$ cat src/logic/lamp_driver_defs.vh
// Purpose: constants for the serial lamp driver register block
// Assumes: byte-wide registers at their printed offsets
// Notes: field positions are bit indices within the data byte
`ifndef LAMP_DRIVER_DEFS_VH
`define LAMP_DRIVER_DEFS_VH

`define TARGET_ADDR 7'h68
`define OFS_SHUTDOWN 8'h00
`define OFS_BREATH 8'h01
`define OFS_MODE 8'h02
`define OFS_CURRENT 8'h03
`define OFS_DUTY 8'h04
`define OFS_DUTY_LOAD 8'h07
`define OFS_START_DELAY 8'h0A
`define OFS_RISE_HOLD 8'h10
`define OFS_FALL_OFF 8'h16
`define OFS_TIME_LOAD 8'h1C
`define OFS_SWITCH 8'h1D
`define OFS_GLOBAL_RESET 8'h2F
`define BIT_SOFT_SLEEP 0
`define BIT_CHAN_EN 5
`define BIT_RAMP_ALLOW 5
`define BIT_HOLD_PICK 4
`define BIT_MODE_PICK 5
`define BIT_SWITCH 0
`define CS_HI 4
`define CS_LO 2
`define RST_SHUTDOWN 8'h01
`define RST_SWITCH 8'h01
`define RST_ZERO 8'h00
`define STROBE_VALUE 8'h00
`define CUR_42MA 3'h0
`define CUR_10MA 3'h1
`define CUR_5MA 3'h2
`define CUR_30MA 3'h3
`define CUR_17MA5 3'h4

`endif

$ cat src/logic/lamp_driver_regs.v
// Purpose: write-only serial target and register bank for a one-channel lamp driver
// Assumes: scl and sda come from pins and are oversampled by clk_sys
// Notes: no read path; breathing sequencer and analog sink live elsewhere
// What this block does
// answer only target address 1101000
// writes only; direction bit must be zero
// master keeps serial clock at most 400kHz; bench host clocks at 145 ns or 620 ns periods
// sample data while serial clock high
// idle data line stays released high
// start: data falls, clock high; compare address
// address byte sent msb first
// pull data low on matching address acknowledge
// master stops if no acknowledge
// second byte loads register pointer, acknowledged
// data bytes written at pointer, acknowledged
// stop: data rises, clock high; back idle
// pointer advances by one per data byte
// 00h: soft sleep D0, channel enable D5
// 01h D5 enables ramping
// 01h D4 picks hold in T2 or T4
// 02h D5 picks PWM or one-shot mode
// 03h D4:D2 selects full-scale current
// 04h duty in 256 steps, PWM mode
// write to 07h loads active duty
// write to 1Ch loads active timing
// write to 2Fh restores all defaults
// duty shadowed; master writes zero to load
// timing shadowed; master writes zero to load
// 1Dh D0 switches output on, default on
// one-shot peak uses 04h D7:D1, 128 steps
// undefined addresses acknowledged, data dropped
// sleep pin low turns output off
`timescale 1ns/1ps
`default_nettype none
`include "lamp_driver_defs.vh"

module lamp_driver_regs #(
   parameter [6:0] TARGET = `TARGET_ADDR
) (
   // clock and reset
   input wire clk_sys,
   input wire reset_n,
   input wire clk_en,
   // serial pins
   input wire scl_in,
   input wire sda_in,
   output wire sda_out,
   output reg sda_oe,
   // hardware shutdown pin
   input wire sleep_pin_n,
   // register outputs toward the analog side
   output reg soft_sleep_bit,
   output reg chan_enable,
   output reg ramp_allow_bit,
   output reg hold_pick_bit,
   output reg mode_pick_bit,
   output reg [2:0] full_scale_sel,
   output reg [7:0] duty_active,
   output reg [6:0] peak_level,
   output reg [7:0] start_delay_active,
   output reg [7:0] rise_hold_active,
   output reg [7:0] fall_off_active,
   output reg output_switch,
   output reg output_on,
   output reg busy
);

   localparam [1:0] ST_IDLE = 2'd0;
   localparam [1:0] ST_BITS = 2'd1;
   localparam [1:0] ST_ACK = 2'd2;
   localparam [1:0] ST_SKIP = 2'd3;

   localparam [1:0] PH_ADDR = 2'd0;
   localparam [1:0] PH_PTR = 2'd1;
   localparam [1:0] PH_DATA = 2'd2;

   // two-flop synchronisers; stage one is read only by stage two
   reg [1:0] sclSync;
   reg [1:0] sdaSync;
   reg [1:0] slpSync;
   reg sclPrev;
   reg sdaPrev;
   reg [1:0] state;
   reg [1:0] phase;
   reg [2:0] bitCount;
   reg [7:0] shiftReg;
   reg [7:0] pointer;
   reg ackHigh;
   reg [7:0] regShutdown;
   reg [7:0] regBreath;
   reg [7:0] regMode;
   reg [7:0] regCurrent;
   reg [7:0] duty;
   reg [7:0] startDelay;
   reg [7:0] riseHold;
   reg [7:0] fallOff;
   reg [7:0] regSwitch;
   reg [7:0] dutyLive;
   reg [7:0] startLive;
   reg [7:0] riseLive;
   reg [7:0] fallLive;

   wire scl = sclSync[1];
   wire sda = sdaSync[1];
   wire sclRise = scl & ~sclPrev;
   wire sclFall = ~scl & sclPrev;
   wire startSeen = scl & sclPrev & sdaPrev & ~sda;
   wire stopSeen = scl & sclPrev & ~sdaPrev & sda;
   wire [7:0] byteIn = {shiftReg[6:0], sda};

   // open-drain data: only ever drive low
   assign sda_out = 1'b0;

   function is_offset;
      input [7:0] ptr;
      input [7:0] ofs;
      begin
         is_offset = (ptr == ofs);
      end
   endfunction

   always @(posedge clk_sys or negedge reset_n) begin
      if (!reset_n) begin
         sclSync <= 2'b11;
         sdaSync <= 2'b11;
         slpSync <= 2'b11;
         sclPrev <= 1'b1;
         sdaPrev <= 1'b1;
      end else if (clk_en) begin
         sclSync <= {sclSync[0], scl_in};
         sdaSync <= {sdaSync[0], sda_in};
         slpSync <= {slpSync[0], sleep_pin_n};
         sclPrev <= scl;
         sdaPrev <= sda;
      end
   end

   // serial receive engine
   always @(posedge clk_sys or negedge reset_n) begin
      if (!reset_n) begin
         state <= ST_IDLE;
         phase <= PH_ADDR;
         bitCount <= 3'd0;
         shiftReg <= 8'h00;
         pointer <= 8'h00;
         sda_oe <= 1'b0;
         ackHigh <= 1'b0;
         regShutdown <= `RST_SHUTDOWN;
         regBreath <= `RST_ZERO;
         regMode <= `RST_ZERO;
         regCurrent <= `RST_ZERO;
         duty <= `RST_ZERO;
         startDelay <= `RST_ZERO;
         riseHold <= `RST_ZERO;
         fallOff <= `RST_ZERO;
         regSwitch <= `RST_SWITCH;
         dutyLive <= `RST_ZERO;
         startLive <= `RST_ZERO;
         riseLive <= `RST_ZERO;
         fallLive <= `RST_ZERO;
      end else if (clk_en) begin
         if (startSeen) begin
            // a repeated start also lands here
            state <= ST_BITS;
            phase <= PH_ADDR;
            bitCount <= 3'd0;
            sda_oe <= 1'b0;
            ackHigh <= 1'b0;
         end else if (stopSeen) begin
            state <= ST_IDLE;
            sda_oe <= 1'b0;
         end else begin
            case (state)
               ST_IDLE: begin
                  sda_oe <= 1'b0;
               end
               ST_BITS: begin
                  if (sclRise) begin
                     shiftReg <= byteIn;
                     bitCount <= bitCount + 3'd1;
                     if (bitCount == 3'd7) begin
                        state <= ST_ACK;
                        ackHigh <= 1'b0;
                        case (phase)
                           PH_ADDR: begin
                              // a read request or foreign address is not answered
                              if (byteIn[7:1] == TARGET && !byteIn[0]) begin
                                 phase <= PH_PTR;
                              end else begin
                                 state <= ST_SKIP;
                              end
                           end
                           PH_PTR: begin
                              pointer <= byteIn;
                              phase <= PH_DATA;
                           end
                           PH_DATA: begin
                              if (is_offset(pointer, `OFS_SHUTDOWN)) begin
                                 regShutdown <= byteIn;
                              end
                              if (is_offset(pointer, `OFS_BREATH)) begin
                                 regBreath <= byteIn;
                              end
                              if (is_offset(pointer, `OFS_MODE)) begin
                                 regMode <= byteIn;
                              end
                              if (is_offset(pointer, `OFS_CURRENT)) begin
                                 regCurrent <= byteIn;
                              end
                              if (is_offset(pointer, `OFS_DUTY)) begin
                                 duty <= byteIn;
                              end
                              if (is_offset(pointer, `OFS_START_DELAY)) begin
                                 startDelay <= byteIn;
                              end
                              if (is_offset(pointer, `OFS_RISE_HOLD)) begin
                                 riseHold <= byteIn;
                              end
                              if (is_offset(pointer, `OFS_FALL_OFF)) begin
                                 fallOff <= byteIn;
                              end
                              if (is_offset(pointer, `OFS_SWITCH)) begin
                                 regSwitch <= byteIn;
                              end
                              // any byte value loads; master is expected to send zero
                              if (is_offset(pointer, `OFS_DUTY_LOAD)) begin
                                 dutyLive <= duty;
                              end
                              if (is_offset(pointer, `OFS_TIME_LOAD)) begin
                                 startLive <= startDelay;
                                 riseLive <= riseHold;
                                 fallLive <= fallOff;
                              end
                              if (is_offset(pointer, `OFS_GLOBAL_RESET)) begin
                                 regShutdown <= `RST_SHUTDOWN;
                                 regBreath <= `RST_ZERO;
                                 regMode <= `RST_ZERO;
                                 regCurrent <= `RST_ZERO;
                                 duty <= `RST_ZERO;
                                 startDelay <= `RST_ZERO;
                                 riseHold <= `RST_ZERO;
                                 fallOff <= `RST_ZERO;
                                 regSwitch <= `RST_SWITCH;
                                 dutyLive <= `RST_ZERO;
                                 startLive <= `RST_ZERO;
                                 riseLive <= `RST_ZERO;
                                 fallLive <= `RST_ZERO;
                              end
                              // other offsets fall through unchanged
                              pointer <= pointer + 8'd1;
                           end
                           default: begin
                              state <= ST_SKIP;
                           end
                        endcase
                     end
                  end
               end
               ST_ACK: begin
                  // drive low after the eighth falling edge, release after the ninth
                  if (sclFall) begin
                     if (!ackHigh && !sda_oe) begin
                        sda_oe <= 1'b1;
                     end else if (ackHigh) begin
                        sda_oe <= 1'b0;
                        state <= ST_BITS;
                        bitCount <= 3'd0;
                     end
                  end
                  if (sclRise && sda_oe) begin
                     ackHigh <= 1'b1;
                  end
               end
               ST_SKIP: begin
                  sda_oe <= 1'b0;
               end
               default: begin
                  state <= ST_IDLE;
               end
            endcase
         end
      end
   end

   // outputs registered from the bank
   always @(posedge clk_sys or negedge reset_n) begin
      if (!reset_n) begin
         soft_sleep_bit <= 1'b1;
         chan_enable <= 1'b0;
         ramp_allow_bit <= 1'b0;
         hold_pick_bit <= 1'b0;
         mode_pick_bit <= 1'b0;
         full_scale_sel <= `CUR_42MA;
         duty_active <= 8'h00;
         peak_level <= 7'h00;
         start_delay_active <= 8'h00;
         rise_hold_active <= 8'h00;
         fall_off_active <= 8'h00;
         output_switch <= 1'b1;
         output_on <= 1'b0;
         busy <= 1'b0;
      end else if (clk_en) begin
         soft_sleep_bit <= regShutdown[`BIT_SOFT_SLEEP];
         chan_enable <= regShutdown[`BIT_CHAN_EN];
         ramp_allow_bit <= regBreath[`BIT_RAMP_ALLOW];
         hold_pick_bit <= regBreath[`BIT_HOLD_PICK];
         mode_pick_bit <= regMode[`BIT_MODE_PICK];
         // codes 1xx all fold onto one level; the top bit is zero in the other branch
         full_scale_sel <= regCurrent[`CS_HI] ? `CUR_17MA5 : regCurrent[`CS_HI:`CS_LO];
         duty_active <= dutyLive;
         peak_level <= dutyLive[7:1];
         start_delay_active <= startLive;
         rise_hold_active <= riseLive;
         fall_off_active <= fallLive;
         output_switch <= regSwitch[`BIT_SWITCH];
         // registers keep their contents while the pin holds the output off
         output_on <= slpSync[1] & ~regShutdown[`BIT_SOFT_SLEEP]
            & regShutdown[`BIT_CHAN_EN] & regSwitch[`BIT_SWITCH];
         busy <= (state != ST_IDLE);
      end
   end

endmodule
`default_nettype wire

$ cat config.mk
export PLATFORM = sky130hd
export DESIGN_NAME = lamp_driver_regs
export DESIGN_NICKNAME = d
export VERILOG_FILES = /design/src/logic/lamp_driver_regs.v
export VERILOG_INCLUDE_DIRS = /design/src /design/src/logic
export SDC_FILE = /design/constraint.sdc
export NUM_CORES = 1
export LEC_CHECK = 0
export BUFFER_PORTS_ARGS = -buffer_cell sky130_fd_sc_hd__buf_4
export CAP_MARGIN = 20
export CORE_MARGIN = 5
export CORE_UTILIZATION = 42
export DETAILED_ROUTE_END_ITERATION = 8
export SLEW_MARGIN = 20
export SYNTH_ARGS = -nofsm -noshare
export SYNTH_HDL_FRONTEND = slang
export SYNTH_SLANG_ARGS = --single-unit
$ cat constraint.sdc
create_clock -name clk_sys -period 2.25 [get_ports clk_sys]
set_clock_uncertainty 0.05 [all_clocks]
set_input_delay 0.45 -clock clk_sys [delete_from_list [all_inputs] [get_ports clk_sys]]
set_output_delay 0.45 -clock clk_sys [all_outputs]
set_load 0.02 [all_outputs]
==> flow_summary.toml, run 1 <==
[cells_and_area]
drive_above_1_share_pct = 35.7
mostFrequentLayoutCells = "136 x dfrtp_1, 83 x buf_4, 76 x mux2_2"
num_antenna_cells = 0
final_common_cell = "dfrtp_1"
final_nets = 655
area_growth_pct = 18.8

[placement]
io_buffers = 56
dp_hpwl_um = 9950
gp_congestion = 0.833

[timing]
period_needed_ns = 2.12
rsz0062_at_grt = "false"
slew_viol_final = 0
final-hold-violation-count = 0
period_share_pct = 94.2
setup_viol = 0
fmax_ghz = 0.472
finalSetupTns_ns = 0
worstMarginPinSlew_ns = 0.543
slew_headroom_pct = 63.5

[clocking]
clk_latency_ns = 0.42
clockRootBuffer = "clkbuf_16"
cts.sinks = 148
cts-buffers-inserted = 17
post_cts_buffers = 0
clk_pin_slew_worst_paths_ns = 0.06
htree_levels = 4
clk_path_buf_depth = 2
cts_tree = "built"

[worst_setup_path]
slowest_stage = "dfrtp_1"
cpLargestDelayFamily = "simple AND/OR/NAND/NOR gates"
startpoint_type = "flip-flop"
path_class = "reg -> reg"
cp.arrival_ns = 2.37
cp.buffers_inverters = 1
crit_required_ns = 2.50
max_stage_delay_ns = 0.51
cp_cell_sequence = "nor4b_4 -> nand2_2 -> buf_4 -> and2_1 -> mux2_2"
cp-end-kind = "flip-flop"
crit_path_max_fanout = 15

[die]
start_util_pct = 42.4
coreArea_mm2 = 0.0164
die_x_um = 139
io_pins = 58
placementRows = 47
die_h_um = 139
dieArea_mm2 = 0.0193

[global_routing]
grt_pass1_wl_um = 23900
grt_max_degree = 44
antenna_found_initial = 0
track_usage_pct = 15.2
grt-ovfl-total = 0
grt_pass1_vias = 4806

[route]
route.detailed.drc = 0
finalWirelength_um = 13700
ant_nets = 0
wire_per_inst_um = 15.8
vias_per_cell = 5.04
via_count = 4386
first_pass_iters = 4
drt_iter0_markers = 256

[synthesis]
yosysSeqAreaShare_pct = 53.4
synth_edf_count = 0
netlist_area_mm2 = 0.00696
synth.distinct_cells = 65
syn_inst = 570
synth_ff_type = "dfrtp_1"
synth_seq_cells = 148
synth-warning-count = 0
synth_nets = 588
synth_area_per_cell_um2 = 12.2
synthArstFlopShare_pct = 100

[pwr]
pwr_density_cell_mw_per_mm2 = 805
leakage_uw = 0.00370
power.share.sequential_pct = 43.7
intPower_uw = 4960
switching_power_uw = 1700
finalPower_uw = 6660
pwr-share-comb_pct = 13.6
clkPwrFrac_pct = 42.6
switching_share_pct = 25.5
ir_drop_mv = 0.527

[hold_path]
hp-class = "in -> reg"

[flow_run]
max-cap-violations = 0

[run_status]
status = "finished clean"
==> final timing paths <==
kind                           startpoint                end  slack, ns  cells after the start
max                            pointer[6]         fallOff[2]       0.13                      5
min                                scl_in         sclSync[0]       0.22                      2
max reg2reg                    pointer[6]         fallOff[2]       0.13                      5
min reg2reg                regShutdown[0]     regShutdown[0]       0.44                      2
max in group asynchronous         reset_n         sdaSync[0]       1.06                      3
min in group asynchronous         reset_n  full_scale_sel[0]       0.46                      2
==> metrics by stage <==
| stage | utilization [%] | instances | worst slack [ns] | cell area, um^2 | hold slack [ns] |
|---|---|---|---|---|---|
| 2_1_floorplan | - | 570 | 0.195 | 6960 | 0.104 |
| 3_3_place_gp | 46.7 | 837 | 0.159 | 7660 | 0.326 |
| 3_5_place_dp | 46.7 | 837 | 0.101 | 7660 | 0.332 |
| 4_1_cts | 50.4 | 870 | 0.0816 | 8270 | 0.199 |
| 5_1_grt | 50.4 | 870 | 0.0198 | 8270 | 0.208 |
| 6_report | 50.4 | 870 | 0.131 | 8270 | 0.215 |
==> metal layers <==
metal / share of wire, % / vias up / GRT usage [%]
met5: 0 / - / 0
met4: 2.1 / 0 / 6.13
met3: 3.4 / 20 / 3.48
met2: 50 / 70 / 25.4
met1: 45 / 2182 / 19.0
li1: - / 2114 / -
==> flip-flops by register name, summed over array words and instances (netlist names), 8 cells and up <==
| signal | cells |
|---|---|
| startDelay | 8 |
| startLive | 8 |
| pointer | 8 |
| duty | 8 |
| duty_active | 8 |
| fallOff | 8 |
| fall_off_active | 8 |
| rise_hold_active | 8 |
| start_delay_active | 8 |
| riseLive | 8 |
| riseHold | 8 |
| fallLive | 8 |
| dutyLive | 8 |
==> cell families after synthesis <==
logic type / count (synthesis) / synth area share, %
and+or+nand+nor: 127 / 11.0
muxes: 123 / 19.7
other: 1 / 0.0538
adders and majority gates: 12 / 2.16
buffers and inverters: 89 / 6.58
xor gates and xnor gates: 1 / 0.126
AOI/OAI and AO/OA: 69 / 7.03
DFF: 148 / 53.4
==> power by group through the flow <==
stage | combinational [uW] | clock (uW) | sequential [uW]
2_1_floorplan | 591 | 0 | 2940
3_3_place_gp | 883 | 0 | 2960
3_5_place_dp | 913 | 0 | 2960
4_1_cts | 922 | 2900 | 2920
5_1_grt | 1020 | 3020 | 2930
6_report | 908 | 2840 | 2910
==> area by class of cell <==
class	count	area, um^2
fillers	1468	8140
well taps	220	275
clock inverters	12	154
inverters	49	184
repair buffers	88	704
flip-flops and latches	148	3720
multi-input cells	333	2790
clock buffers	20	447
==> synth_stat cells (all sizes together) (5+ instances only) <==
cell    instances  area share [%]
inv            49             2.6
nor3            7            0.83
ha             12             2.2
and2            8            0.72
nor2            7            0.38
o21ai          15             1.1
nor2b           6            0.54
nand3          11            0.79
nand4b          5            0.63
a21o            6            0.65
clkbuf         12            0.65
nand2          51             2.8
dfstp          12             4.5
mux2           89              15
buf            28             3.3
a21oi          12             1.0
dfrtp         136              49
a31oi           6            0.54
o22ai           6            0.54
mux2i          34             4.9
==> what timing repair did <==
action                                 4_1_cts  5_1_grt
hold buffers                                 1        0
endpoints found under the hold margin       26        0
gates resized for setup                      0        1
setup endpoints to repair                    0       13
Note: power is estimated with default switching activity, not from simulation.
==> inputs of run 2 (changes only) <==
--- a/config.mk
+++ b/config.mk
@@ -6,6 +6,7 @@
 export SDC_FILE = /design/constraint.sdc
 export NUM_CORES = 1
 export LEC_CHECK = 0
+export ABC_AREA = 1
 export BUFFER_PORTS_ARGS = -buffer_cell sky130_fd_sc_hd__buf_4
 export CAP_MARGIN = 20
 export CORE_MARGIN = 5
==> flow_summary.toml, run 2 <==
[pwr]
pwr-share-comb_pct = 14.5
switching_share_pct = 28.2
ir_drop_mv = 0.458
switching_power_uw = 1800
pwr_density_cell_mw_per_mm2 = 836
intPower_uw = 4580
leakage_uw = 0.00374
clkPwrFrac_pct = 40.0
power.share.sequential_pct = 45.5

[synthesis]
synth_ff_type = "dfrtp_1"
synth_area_per_cell_um2 = 8.42
yosysSeqAreaShare_pct = 57.2
synth_commonest_cells = "335 x nand2_1, 136 x dfrtp_1, 60 x o21ai_0, 49 x o21ai_1, 44 x nor2_1"
synth_top_cells_by_area = "dfrtp_1 52%, nand2_1 19%, dfstp_2 4.8%, o21ai_0 4.6%, o21ai_1 3.8%"
synth_mux_area_share_pct = 0
netlist_area_mm2 = 0.00651
synthAdderAreaFrac_pct = 2.31
synth_top_area_cell = "dfrtp_1"
netlist.area_leader.share_pct = 52.3
synth.distinct_cells = 30
synthSimpleGateAreaFrac_pct = 25.0
yosys.cell_count.top_type = "nand2_1"
synth_top_family_by_area = "simple AND/OR/NAND/NOR gates"
synth-warning-count = 0
synth_xor_area_share_pct = 0.135
synth_edf_count = 0
synth-compound-area-share_pct = 9.96
synth_seq_cells = 148
syn_inst = 773
synth_nets = 791
synthArstFlopShare_pct = 100

[clocking]
cts.sinks = 148
cts_resized = 0
htree_levels = 4
cts_tree = "built"
clk_pin_slew_worst_paths_ns = 0.06
clockRootBuffer = "clkbuf_16"
cts-buffers-inserted = 17
post_cts_buffers = 0
clk_path_buf_depth = 2
clk_latency_ns = 0.41
cts_hold_buf = 1

[placement]
gp_congestion = 0.911
dp_hpwl_um = 9570
io_buffers = 56

[worst_setup_path]
crit_path_max_fanout = 13
cp.arrival_ns = 2.22
startpoint_type = "flip-flop"
cp-end-kind = "flip-flop"
path_class = "reg -> reg"
crit_required_ns = 2.47

[timing]
hold_ws_ns = 0.199
setup_viol = 0
fmax_ghz = 0.500
period_needed_ns = 2.00
slew_viol_final = 0
worstMarginPinSlew_ns = 0.686
slew_headroom_pct = 54.3
period_share_pct = 88.8
rsz0062_at_grt = "false"
final-hold-violation-count = 0
finalSetupTns_ns = 0

[die]
die_h_um = 134
die_x_um = 134
coreArea_mm2 = 0.0152
io_pins = 58
placementRows = 45
start_util_pct = 42.8
dieArea_mm2 = 0.0181

[route]
vias_per_cell = 4.96
first_pass_iters = 6
via_count = 5075
route.detailed.drc = 0
finalWirelength_um = 13800
wire_per_inst_um = 13.5
drt_iter0_markers = 268
ant_nets = 0

[run_status]
status = "finished clean"

[global_routing]
grt_pass1_vias = 4977
track_usage_pct = 16.4
grt_pass1_wl_um = 23800
antenna_found_initial = 0
grt_max_degree = 52
grt-ovfl-total = 0

[cells_and_area]
final_nets = 841
final_common_cell = "nand2_1"
mostFrequentLayoutCells = "335 x nand2_1, 136 x dfrtp_1, 63 x buf_4"
drive_above_1_share_pct = 14.7
area_growth_pct = 17.2
n_fill_cell = 1460
num_antenna_cells = 0

[flow_run]
max-cap-violations = 0

[hold_path]
hp-class = "in -> reg"
## run 2: power groups by stage
| stage | clock network, uW | registers [uW] | logic (uW) |
|---|---|---|---|
| finish | 2550 | 2900 | 924 |
| global route | 2740 | 2920 | 1080 |
| CTS | 2610 | 2900 | 928 |
| detailed placement | 0 | 2950 | 920 |
| global placement | 0 | 2940 | 895 |
| floorplan | 0 | 2940 | 624 |
## run 2: final timing paths
path	from	end	slack, ns	cells past startpoint
max reg2reg	pointer[1]	fallOff[1]	0.25	7
min reg2reg	output_switch	output_switch	0.41	2
min	sda_in	sdaSync[0]	0.20	3
max	pointer[1]	fallOff[1]	0.25	7
max in group asynchronous	reset_n	sdaPrev	1.01	3
min in group asynchronous	reset_n	fallLive[1]	0.48	2
## run 2: worst max-delay path, stage by stage, from the launching register on
cell	delay [ns]
dfrtp_1	0.43
ha_1	0.25
inv_1	0.09
nor2_2	0.17
nand4_1	0.21
buf_4	0.25
nand2_1	0.25
o21ai_0	0.16
## run 2: layout make-up
type	count	area [um^2]	area share [%]
flip-flops and latches	148	3720	48.8
multi-input cells	548	2440	32.0
repair buffers	67	534	7.01
clock buffers	21	460	6.04
well taps	188	235	3.09
inverters	41	154	2.02
clock inverters	11	80.1	1.05
## run 2: cells by family after synthesis
| logic type | Yosys count |
|---|---|
| AO/OA/AOI/OAI | 123 |
| flip-flops | 148 |
| buffers and inverters | 77 |
| AND/OR/NAND/NOR | 411 |
| XOR/XNOR | 1 |
| other | 1 |
| adder cells (fa/ha/maj) | 12 |
## run 2: metrics by stage
step / instance area [um^2] / instances / worst slack, ns / utilization (%) / total power (uW)
finish: 7620 / 1024 / 0.252 / 50.1 / 6370
global route: 7620 / 1024 / 0.0772 / 50.1 / 6740
CTS: 7620 / 1024 / 0.263 / 50.1 / 6440
detailed placement: 7070 / 991 / 0.274 / 46.5 / 3870
global placement: 7070 / 991 / 0.366 / 46.5 / 3840
floorplan: 6510 / 773 / 0.482 / - / 3570
## run 2: layer usage
metal	global-route usage, %	up-vias	part of all wire [%]
met2	26.5	88	49
met5	0	-	0
li1	-	2556	-
met3	4.06	19	3.3
met1	21.1	2412	46
met4	6.84	0	1.8
==> inputs of run 3 (changes only) <==
--- a/config.mk
+++ b/config.mk
@@ -12,6 +12,7 @@
 export CORE_MARGIN = 5
 export CORE_UTILIZATION = 42
 export DETAILED_ROUTE_END_ITERATION = 8
+export GPL_TIMING_DRIVEN = 0
 export SLEW_MARGIN = 20
 export SYNTH_ARGS = -nofsm -noshare
 export SYNTH_HDL_FRONTEND = slang
==> flow_summary.toml, run 3 (synthesized netlist as in run 2, its figures left out) <==
[pwr]
power.share.sequential_pct = 43.9
ir_drop_mv = 0.510
switching_share_pct = 27.1
intPower_uw = 4820
pwr-share-comb_pct = 14.4
switching_power_uw = 1800
clkPwrFrac_pct = 41.7
leakage_uw = 0.00382
pwr_density_cell_mw_per_mm2 = 848
finalPower_uw = 6620

[worst_setup_path]
startpoint_type = "flip-flop"
cp-end-kind = "flip-flop"
reg2reg_depth = 8
reg2reg_slack_ns = 0.15
path_class = "reg -> reg"
crit_path_max_fanout = 10
crit_required_ns = 2.48
max_stage_delay_ns = 0.44
slowest_stage = "dfrtp_1"
cp.arrival_ns = 2.33
cp_cell_sequence = "ha_2 -> inv_1 -> nor2_2 -> nand4_1 -> buf_4 -> clkbuf_2 -> nand2_1 -> o21ai_0"

[cells_and_area]
n_fill_cell = 1453
final_nets = 868
num_antenna_cells = 0
area_growth_pct = 20.0
fin_area_mm2 = 0.00780
utilization_pct = 51.3
mostFrequentLayoutCells = "331 x nand2_1, 136 x dfrtp_1, 64 x buf_4"
final_common_cell = "nand2_1"
drive_above_1_share_pct = 15.8

[route]
wire_per_inst_um = 14.1
route.detailed.drc = 0
finalWirelength_um = 14800
vias_per_cell = 4.94
drt_iter0_markers = 321
first_pass_iters = 5
ant_nets = 0
via_count = 5196

[timing]
slew_viol_final = 0
setup_viol = 0
period_share_pct = 93.4
final-hold-violation-count = 0
period_needed_ns = 2.10
slew_headroom_pct = 56.5
fmax_ghz = 0.476
worstMarginPinSlew_ns = 0.653
rsz0062_at_grt = "false"

[placement]
io_buffers = 55
place_area_mm2 = 0.00719
dp_hpwl_um = 10600
gp_congestion = 0.873

[global_routing]
antenna_found_initial = 0
grt_pass1_wl_um = 25400
grt_pass1_vias = 5159
grt-ovfl-total = 0
grt_max_degree = 89
track_usage_pct = 17.6

[flow_run]
max-cap-violations = 0

[die]
placementRows = 45
die_h_um = 134
coreArea_mm2 = 0.0152
dieArea_mm2 = 0.0181
die_x_um = 134
start_util_pct = 42.8
io_pins = 58

[clocking]
clk_path_buf_depth = 2
htree_levels = 4
clk_pin_slew_worst_paths_ns = 0.06
cts_tree = "built"
cts.sinks = 148
clk_latency_ns = 0.43
clockRootBuffer = "clkbuf_16"
cts-buffers-inserted = 17

[hold_path]
hp-class = "in -> reg"
hold_path_depth = 3

[run_status]
status = "finished clean"
run 3: changes by cell type in the layout (fill, tap and decap cells not counted), moves of 2 or more:
cell       change
clkbuf_1      +17
buf_2          +5
nand2_1        -4
nand2_2        +4
clkinv_4       -3
buf_1          +2
buf_12         -2
buf_6          +2
bufinv_16      +2
run 3: final timing paths:
| check | start | endpoint |
|---|---|---|
| worst min register to register | rise_hold_active[6] | rise_hold_active[6] |
| worst max register to register | pointer[1] | fallOff[1] |
| min in group asynchronous | reset_n | fall_off_active[2] |
| worst max-delay path | pointer[1] | fallOff[1] |
| worst min-delay path | scl_in | sclSync[0] |
| max in group asynchronous | reset_n | regSwitch[0] |
run 3: metal layers:
| layer | up-vias | track usage [%] | wire [um] |
|---|---|---|---|
| met1 | 2465 | 22.5 | 6620 |
| li1 | 2600 | - | - |
| met2 | 113 | 30.0 | 7360 |
| met3 | 18 | 3.95 | 623 |
| met5 | - | 0 | 0 |
| met4 | 0 | 5.43 | 201 |
run 3: per-stage QoR:
step	instances	hold slack, ns	setup slack [ns]	TNS, ns
after floorplan	773	0.104	0.482	0
after global placement	1016	0.404	-0.0868	-0.805
after detailed placement	1017	0.358	-0.128	-1.20
after CTS	1050	0.172	0.0217	0
after global routing	1051	0.187	0.00510	0
final	1051	0.181	0.149	0
run 3: area by class of cell:
class	instances	area (um^2)	area share (%)
flip-flops and latches	148	3720	47.6
multi-input cells	548	2450	31.4
clock buffers	23	478	6.12
repair buffers	59	473	6.06
well taps	188	235	3.01
plain buffers	35	191	2.45
inverters	41	154	1.97
clock inverters	9	103	1.31
run 3: timing repair:
item,4_1_cts,5_1_grt
setup endpoints to repair,18,53
endpoints found under the hold margin,59,0
buffers inserted,0,2
hold buffers,1,0
resized for setup,4,2
pin swaps,0,1
run 3: power groups by stage:
stage	logic, uW	clock network (uW)	registers, uW
floorplan	624	0	2940
global placement	901	0	2940
detailed placement	946	0	2950
CTS	957	2820	2910
global route	1100	2940	2920
finish	954	2760	2910
run 3: critical path: cells and delay by family (launching register included):
| kind | cells | cell delay [ns] |
|---|---|---|
| AO/OA/AOI/OAI | 1 | 0.14 |
| flip-flops | 1 | 0.44 |
| AND/OR/NAND/NOR | 3 | 0.59 |
| buffers and inverters | 3 | 0.48 |
| adder cells (fa/ha/maj) | 1 | 0.26 |
